## config.mk

```make
export PLATFORM = sky130hd
export DESIGN_NAME = ispa_input_pin_assign
export DESIGN_NICKNAME = d
export VERILOG_FILES = /design/src/hdl/ispa_pkg.sv /design/src/hdl/ispa_input_pin_assign.sv /design/src/hdl/ispa_pin_sync.sv /design/src/hdl/ispa_func_decode.sv
export SDC_FILE = /design/constraint.sdc
export NUM_CORES = 1
export LEC_CHECK = 0
export ABC_AREA = 1
export BUFFER_PORTS_ARGS = -buffer_cell sky130_fd_sc_hd__clkbuf_2
export CORE_ASPECT_RATIO = 1.4
export CORE_MARGIN = 3
export CORE_UTILIZATION = 57
export CTS_CLUSTER_SIZE = 12
export DETAILED_ROUTE_END_ITERATION = 8
export GPL_ROUTABILITY_DRIVEN = 0
export PLACE_DENSITY = 0.72
export SYNTH_ARGS = -nofsm -noshare
export SYNTH_HDL_FRONTEND = slang
export SYNTH_SLANG_ARGS = --single-unit
```

## constraint.sdc

```tcl
create_clock -name core_clk_i -period 10 [get_ports core_clk_i]
set_clock_uncertainty 0.1 [all_clocks]
set_input_delay 3 -clock core_clk_i [delete_from_list [all_inputs] [get_ports core_clk_i]]
set_output_delay 3 -clock core_clk_i [all_outputs]
set_load 0.05 [all_outputs]
```

## src/hdl/ispa_pkg.sv

```systemverilog
// Function
// setting 4 routes a function to connector A pin 8; resets to 0665.
// setting 5 routes a function to connector B pin 7; resets to 0770.
// setting 6 routes a function to connector B pin 8; resets to 0883.
// setting 7 routes a function to connector B pin 9; resets to 0994.
// all selection settings share one table of assignable functions and one decoder.
// each setting holds one digit per control mode; the active mode's digit is used.
// a pin carrying the control-change input ignores its own selection setting.
// absolute detection forces connector B pin 8 to the absolute-data transfer mode input.
// selection changes take effect only after the next reset or restart; rst_i here reloads SEL_RST instead, so only a restart applies them.
`default_nettype none
package ispa_pkg;
  localparam int NUM_PINS = 5;
  localparam int NUM_FUNCS = 15;
  localparam int ABS_PIN = 3;

  typedef enum logic [1:0] {
    MODE_POSITION = 2'h0,
    MODE_SPEED = 2'h1,
    MODE_TORQUE = 2'h2
  } ispa_mode_t;

  typedef enum logic [1:0] {
    BUS_IDLE = 2'h1,
    BUS_ACK = 2'h2
  } ispa_bus_state_t;

  // pin order: connector B pin 14, A pin 8, B pin 7, B pin 8, B pin 9
  localparam logic [15:0] SEL_RST [0:NUM_PINS-1] = '{16'h0222, 16'h0665, 16'h0770, 16'h0883, 16'h0994};

  // digit of each control mode inside a selection setting
  localparam int DIG_POS_LSB = 8;
  localparam int DIG_SPD_LSB = 4;
  localparam int DIG_TRQ_LSB = 0;

  // codes that each mode accepts; any other code selects nothing
  localparam logic [15:0] VALID_POS = 16'h783E;
  localparam logic [15:0] VALID_SPD = 16'h67FE;
  localparam logic [15:0] VALID_TRQ = 16'h67E6;

  localparam logic [5:0] OFS_CTRL = 6'h00;
  localparam logic [5:0] OFS_CONFIG = 6'h04;
  localparam logic [5:0] OFS_SEL_BASE = 6'h08;
  localparam logic [5:0] OFS_STATUS = 6'h1C;

  localparam int CTRL_MODE_LSB = 0;
  localparam int CTRL_RESTART_BIT = 8;
  localparam int CFG_ABS_BIT = 0;
  localparam int CFG_CC_LSB = 4;
  localparam int ST_PIN_LSB = 0;
  localparam int ST_PEND_BIT = 8;
  localparam int ST_ABS_BIT = 9;
  localparam int ST_CC_BIT = 10;
  localparam int ST_FUNC_LSB = 16;

  localparam logic [1:0] MODE_RST = 2'h0;
  localparam logic ABS_RST = 1'b0;
  localparam logic [2:0] CC_NONE = 3'h0;
endpackage
`default_nettype wire

```

## src/hdl/ispa_input_pin_assign.sv

```systemverilog
`timescale 1ns/100ps
`default_nettype none
module ispa_input_pin_assign (
  input wire logic core_clk_i,
  input wire logic rst_i,
  input wire logic [5:0] avs_address_i,
  input wire logic avs_read_i,
  input wire logic avs_write_i,
  input wire logic [31:0] avs_writedata_i,
  input wire logic [3:0] avs_byteenable_i,
  output logic [31:0] avs_readdata_o,
  output logic avs_waitrequest_o,
  input wire logic [ispa_pkg::NUM_PINS-1:0] pin_i,
  output logic [ispa_pkg::NUM_FUNCS-1:0] func_o,
  output logic control_change_input_o,
  output logic abs_transfer_mode_input_o
);
  localparam int N = ispa_pkg::NUM_PINS;

  function automatic logic [31:0] be_merge(input logic [31:0] old, input logic [31:0] wd, input logic [3:0] be);
    logic [31:0] r;
    r = old;
    for (int b = 0; b < 4; b++) begin
      if (be[b]) begin
        r[b*8 +: 8] = wd[b*8 +: 8];
      end
    end
    return r;
  endfunction

  function automatic logic is_sel_addr(input logic [5:0] addr, input int idx);
    return addr[5:2] == (ispa_pkg::OFS_SEL_BASE[5:2] + 4'(idx));
  endfunction

  ispa_pkg::ispa_bus_state_t state;
  ispa_pkg::ispa_bus_state_t next_state;
  ispa_pkg::ispa_mode_t mode;

  logic [N-1:0] pin_s;
  logic [15:0] sel_pend [0:N-1];
  logic [15:0] sel_act [0:N-1];
  logic abs_pend;
  logic abs_act;
  logic [2:0] cc_pend;
  logic [2:0] cc_act;
  logic [ispa_pkg::NUM_FUNCS-1:0] dec_func [0:N-1];
  logic [ispa_pkg::NUM_FUNCS-1:0] next_func;
  logic next_cc;
  logic [N-1:0] sel_diff;
  logic [31:0] rd_word;

  wire acc = avs_read_i | avs_write_i;
  wire ack = (state == ispa_pkg::BUS_ACK);
  wire wr_go = ack & avs_write_i;
  wire [5:0] wa = {avs_address_i[5:2], 2'b00};
  wire wr_ctrl = wr_go && (wa == ispa_pkg::OFS_CTRL);
  wire wr_cfg = wr_go && (wa == ispa_pkg::OFS_CONFIG);
  wire [31:0] ctrl_word = {23'h000000, 1'b0, 6'h00, mode};
  wire [31:0] cfg_word = {25'h0000000, cc_pend, 3'h0, abs_pend};
  wire [31:0] ctrl_new = be_merge(ctrl_word, avs_writedata_i, avs_byteenable_i);
  wire [31:0] cfg_new = be_merge(cfg_word, avs_writedata_i, avs_byteenable_i);
  // a restart copies the pending settings into the working set, as a power cycle would
  wire restart = wr_ctrl && ctrl_new[ispa_pkg::CTRL_RESTART_BIT];
  wire pend_diff = (|sel_diff) || (abs_pend != abs_act) || (cc_pend != cc_act);

  assign avs_waitrequest_o = acc & ~ack;

  ispa_pin_sync u_sync (
    .core_clk_i(core_clk_i),
    .rst_i(rst_i),
    .async_i(pin_i),
    .sync_o(pin_s)
  );

  for (genvar i = 0; i < N; i++) begin : g_pin
    wire wr_sel = wr_go && is_sel_addr(avs_address_i, i);
    wire [31:0] sel_new = be_merge({16'h0000, sel_pend[i]}, avs_writedata_i, avs_byteenable_i);
    wire is_abs = abs_act && (i == ispa_pkg::ABS_PIN);
    // absolute transfer mode outranks a control-change placement on the same pin
    wire is_cc = (cc_act == 3'(i + 1)) && !is_abs;

    always_ff @(posedge core_clk_i or posedge rst_i) begin
      if (rst_i) begin
        sel_pend[i] <= ispa_pkg::SEL_RST[i];
      end else if (wr_sel) begin
        sel_pend[i] <= sel_new[15:0];
      end
    end

    always_ff @(posedge core_clk_i or posedge rst_i) begin
      if (rst_i) begin
        sel_act[i] <= ispa_pkg::SEL_RST[i];
      end else if (restart) begin
        sel_act[i] <= sel_pend[i];
      end
    end

    assign sel_diff[i] = sel_pend[i] != sel_act[i];

    ispa_func_decode u_dec (
      .sel_i(sel_act[i]),
      .mode_i(mode),
      .pin_i(pin_s[i]),
      .forced_i(is_abs | is_cc),
      .func_o(dec_func[i])
    );
  end

  always_comb begin
    next_func = '0;
    next_cc = 1'b0;
    for (int i = 0; i < N; i++) begin
      next_func = next_func | dec_func[i];
      if (cc_act == 3'(i + 1) && !(abs_act && i == ispa_pkg::ABS_PIN)) begin
        next_cc = next_cc | pin_s[i];
      end
    end
  end

  always_ff @(posedge core_clk_i or posedge rst_i) begin
    if (rst_i) begin
      func_o <= '0;
      control_change_input_o <= 1'b0;
      abs_transfer_mode_input_o <= 1'b0;
    end else begin
      func_o <= next_func;
      control_change_input_o <= next_cc;
      abs_transfer_mode_input_o <= abs_act & pin_s[ispa_pkg::ABS_PIN];
    end
  end

  always_ff @(posedge core_clk_i or posedge rst_i) begin
    if (rst_i) begin
      mode <= ispa_pkg::ispa_mode_t'(ispa_pkg::MODE_RST);
      abs_pend <= ispa_pkg::ABS_RST;
      cc_pend <= ispa_pkg::CC_NONE;
    end else begin
      if (wr_ctrl) begin
        mode <= ispa_pkg::ispa_mode_t'(ctrl_new[ispa_pkg::CTRL_MODE_LSB +: 2]);
      end
      if (wr_cfg) begin
        abs_pend <= cfg_new[ispa_pkg::CFG_ABS_BIT];
        cc_pend <= cfg_new[ispa_pkg::CFG_CC_LSB +: 3];
      end
    end
  end

  always_ff @(posedge core_clk_i or posedge rst_i) begin
    if (rst_i) begin
      abs_act <= ispa_pkg::ABS_RST;
      cc_act <= ispa_pkg::CC_NONE;
    end else if (restart) begin
      abs_act <= abs_pend;
      cc_act <= cc_pend;
    end
  end

  always_comb begin
    rd_word = 32'h00000000;
    case (wa)
      ispa_pkg::OFS_CTRL: rd_word = ctrl_word;
      ispa_pkg::OFS_CONFIG: rd_word = cfg_word;
      ispa_pkg::OFS_STATUS: begin
        rd_word[ispa_pkg::ST_PIN_LSB +: N] = pin_s;
        rd_word[ispa_pkg::ST_PEND_BIT] = pend_diff;
        rd_word[ispa_pkg::ST_ABS_BIT] = abs_transfer_mode_input_o;
        rd_word[ispa_pkg::ST_CC_BIT] = control_change_input_o;
        rd_word[ispa_pkg::ST_FUNC_LSB +: ispa_pkg::NUM_FUNCS] = func_o;
      end
      default: begin
        for (int i = 0; i < N; i++) begin
          if (is_sel_addr(avs_address_i, i)) begin
            rd_word = {16'h0000, sel_pend[i]};
          end
        end
      end
    endcase
  end

  always_comb begin
    case (state)
      ispa_pkg::BUS_IDLE: next_state = acc ? ispa_pkg::BUS_ACK : ispa_pkg::BUS_IDLE;
      ispa_pkg::BUS_ACK: next_state = ispa_pkg::BUS_IDLE;
      default: next_state = ispa_pkg::BUS_IDLE;
    endcase
  end

  always_ff @(posedge core_clk_i or posedge rst_i) begin
    if (rst_i) begin
      state <= ispa_pkg::BUS_IDLE;
      avs_readdata_o <= 32'h00000000;
    end else begin
      state <= next_state;
      if (state == ispa_pkg::BUS_IDLE && avs_read_i) begin
        avs_readdata_o <= rd_word;
      end
    end
  end
endmodule // ispa_input_pin_assign
`default_nettype wire

```

## src/hdl/ispa_pin_sync.sv

```systemverilog
`timescale 1ns/100ps
`default_nettype none
module ispa_pin_sync (
  input wire logic core_clk_i,
  input wire logic rst_i,
  input wire logic [ispa_pkg::NUM_PINS-1:0] async_i,
  output logic [ispa_pkg::NUM_PINS-1:0] sync_o
);
  logic [ispa_pkg::NUM_PINS-1:0] stage1;

  always_ff @(posedge core_clk_i or posedge rst_i) begin
    if (rst_i) begin
      stage1 <= '0;
      sync_o <= '0;
    end else begin
      stage1 <= async_i;
      sync_o <= stage1;
    end
  end
endmodule // ispa_pin_sync
`default_nettype wire

```

## src/hdl/ispa_func_decode.sv

```systemverilog
`timescale 1ns/100ps
`default_nettype none
module ispa_func_decode (
  input wire logic [15:0] sel_i,
  input wire ispa_pkg::ispa_mode_t mode_i,
  input wire logic pin_i,
  input wire logic forced_i,
  output logic [ispa_pkg::NUM_FUNCS-1:0] func_o
);
  wire [3:0] code;
  wire [15:0] valid;
  wire [15:0] hot;

  assign code = (mode_i == ispa_pkg::MODE_SPEED) ? sel_i[ispa_pkg::DIG_SPD_LSB +: 4] :
                (mode_i == ispa_pkg::MODE_TORQUE) ? sel_i[ispa_pkg::DIG_TRQ_LSB +: 4] :
                sel_i[ispa_pkg::DIG_POS_LSB +: 4];
  // mode code 3 is undefined and selects nothing
  assign valid = (mode_i == ispa_pkg::MODE_POSITION) ? ispa_pkg::VALID_POS :
                 (mode_i == ispa_pkg::MODE_SPEED) ? ispa_pkg::VALID_SPD :
                 (mode_i == ispa_pkg::MODE_TORQUE) ? ispa_pkg::VALID_TRQ : 16'h0000;
  assign hot = 16'h0001 << code;
  assign func_o = (pin_i && !forced_i && valid[code]) ? hot[ispa_pkg::NUM_FUNCS-1:0] : '0;
endmodule // ispa_func_decode
`default_nettype wire

```

==> flow_summary_export.csv <==
group,metric,value,unit
yosys,async_flop_share,100,%
setup_path,r2r_cells,6,
layout,areaGrowthSynthToFinish,10.5,%
global_route,grtUsageTotal,28.8,%
floorplanning,fp.dieH,181,um
clock_tree,cts_buffer_depth,3,
floorplanning,initial_core_util,58.3,%
sta,hold_viol,0,
clock_tree,clk_latency,0.52,ns
setup_path,cp_max_fo,2,
yosys,synth-edff-count,0,
drt,drt_wl_total,34100,um
setup_path,worst_setup_path_end_kind,"primary output",
clock_tree,cts.repair.resized,0,
drt,vias_per_cell,5.60,
clock_tree,numCtsBuffers,24,
placed_design,dp_cells,1883,
drt,dr.pass1.iters,5,
layout,fin_nets,1704,
setup_path,worstPathArrival,3.51,ns
drt,postRouteAntennaNets,0,
drt,drc,0,
clock_tree,ctsHoldBuffers,0,
yosys,synthCells,1589,
floorplanning,die_area,23600,um^2
yosys,yosysMostFrequentCell,"nand2_1",
power_and_ir_drop,intPower,1.71,mW
sta,tns,0,ns
sta,slew_headroom,26.8,%
sta,whs,0.250,ns
hold_path,holdPathStages,0,
drt,vias,10800,
placed_design,io_buffers,79,
hold_path,hp-class,"reg2reg",
yosys,yosysWarningCount,0,
power_and_ir_drop,p_comb_share,22.5,%
yosys,synth_area_leaders,"dfrtp_1 37%, nand2_1 13%, dfstp_2 10%",
clock_tree,cts_setup_buffers,0,
status,status,"finished clean",
sta,timing.final.crit_share,66.1,%
global_route,grt_antenna_before_repair,0,
yosys,ys_ff_latch,230,
sta,tightest_slew,1.09,ns
yosys,synthesis.area,12400,um^2
yosys,yosysUniqueCellTypes,52,
power_and_ir_drop,peakVddDrop,165,uV
clock_tree,clock-sinks,230,
setup_path,rr_startpoint,"state[0]",
setup_path,reg2reg_slack,6.54,ns
global_route,grt_pass1_vias,10100,
global_route,grt-ovfl-total,0,
sta,setup_violations,0,
setup_path,timing.rr.end,"sel_act[17]",
clock_tree,cts_tree,"built",
power_and_ir_drop,pwr-share-seq,42.6,%
sta,rsz0062_at_grt,"no",
hold_path,worstHoldEndpoint,"u_sync.sync_o[4]",
clock_tree,clkTransAtPathRegs,0.06,ns
setup_path,required,6.90,ns
global_route,grt_max_degree,121,
clock_tree,h-tree-depth,1,
yosys,synth_flop_cell,"dfrtp_1",
setup_path,path_class,"in2out",
floorplanning,fp.coreArea,21300,um^2
power_and_ir_drop,p_switching,830,uW
power_and_ir_drop,power_density,185,nW/um^2
yosys,yosysSeqAreaShare,46.9,%
drt,drt_iter0_markers,1008,
power_and_ir_drop,pwr-share-clk,34.9,%
clock_tree,cts_root_buf,"clkbuf_16",
sta,slew_violations,0,
layout,stdcell_count,1927,
layout,drive_above_1_share,14.2,%
global_route,grt_pass1_wl,53000,um
yosys,synth_top_area_cell,"dfrtp_1",
run,maxCapViolCount,0,
hold_path,min_from,"u_sync.stage1[4]",
yosys,synth_area_per_cell,7.81,um^2
placed_design,dp_hpwl,25100,um
floorplanning,die_x,131,um
layout,final.fill_count,1869,
power_and_ir_drop,p_leak,6.43,nW
power_and_ir_drop,p_sw_share,32.7,%
drt,wl_per_cell,17.7,um
setup_path,startpoint,"avs_write_i",
floorplanning,std_cell_rows,63,
yosys,synth_commonest_cells,"430 x nand2_1, 181 x dfrtp_1, 176 x inv_1, 174 x o21ai_0, 137 x nor2_1",
sta,period_needed,6.61,ns
layout,diodes,0,
sta,max_freq,151,MHz
setup_path,worstSetupStartpointType,"input pin",
yosys,yosysTopAreaCellShare,36.5,%
floorplanning,ios,101,
==> registers in the layout, indices dropped and copies added (netlist names) <==
name,cells
sel_pend,80
control_change_input_o,1
cc_act,3
cc_pend,3
abs_act,1
u_sync.stage1,5
func_o,15
abs_transfer_mode_input_o,1
mode,2
u_sync.sync_o,5
avs_readdata_o,31
state,2
abs_pend,1
sel_act,80
==> worst max-delay path: stages <==
cell	delay, ns
clkbuf_2	0.09
nor2_1	0.05
nor2_1	0.09
clkbuf_2	0.28
==> power groups by stage <==
stage | Sequential, mW | Combinational [mW] | Clock [mW]
2_1_floorplan | 1.16 | 0.362 | 0
3_3_place_gp | 1.09 | 0.559 | 0
3_5_place_dp | 1.10 | 0.567 | 0
4_1_cts | 1.08 | 0.570 | 0.899
5_1_grt | 1.09 | 0.632 | 0.934
6_report | 1.08 | 0.571 | 0.886
==> cell families after synthesis <==
| kind of cell | share of synthesized area [%] |
|---|---|
| simple gates | 26.6 |
| compound gates | 12.8 |
| buf+inv | 8.20 |
| flops | 46.9 |
| xor+xnor | 4.66 |
| mux | 0.454 |
| fa+ha+maj | 0.403 |
| other cells | 0.0302 |
==> how the worst max path moves through the flow <==
stage                                   end  slack [ns]  depth (start not counted)
after detailed placement  avs_waitrequest_o        3.39                          4
final                     avs_waitrequest_o        3.39                          4
after global routing      avs_waitrequest_o        3.32                          4
after global placement    avs_waitrequest_o        3.38                          4
after floorplan                     abs_act        0.68                          1
after CTS                 avs_waitrequest_o        3.39                          4
==> layout by cell type (no fill, tap or decap), drive strengths merged, types with 14 or more instances in the layout <==
master / count
a21oi: 14
a22o: 15
o21ai: 194
inv: 192
xnor2: 45
nand3: 76
nor3: 22
o22ai: 18
dfstp: 49
nand2: 440
xor2: 21
nand4: 58
clkbuf: 120
dfrtp: 181
nor2: 144
==> final cells by class <==
| cell class | instances | area, um^2 | area share (%) |
|---|---|---|---|
| sequential | 230 | 5820 | 42.4 |
| multi-input combinational | 1109 | 5580 | 40.7 |
| inverter | 194 | 736 | 5.37 |
| clock buffer | 41 | 706 | 5.15 |
| timing repair buffer | 90 | 478 | 3.49 |
| tap | 260 | 325 | 2.37 |
| clock inverter | 3 | 65.1 | 0.475 |
==> per-stage QoR <==
stage                     util, %  setup WS, ns  area, um^2  power [mW]
after floorplan                 -         0.677       12400        1.52
after global placement       60.8          3.38       12900        1.65
after detailed placement     60.8          3.39       12900        1.66
after CTS                    64.4          3.39       13700        2.55
after global routing         64.4          3.32       13700        2.66
final                        64.4          3.39       13700        2.54
==> routing by layer <==
layer	GRT usage (%)	vias up	routed length, um
li1	-	5271	-
met1	35.4	5007	13100
met2	48.8	393	17000
met3	2.79	115	1710
met4	16.1	0	2280
met5	0	-	0
Note: power is estimated with default switching activity, not from simulation.
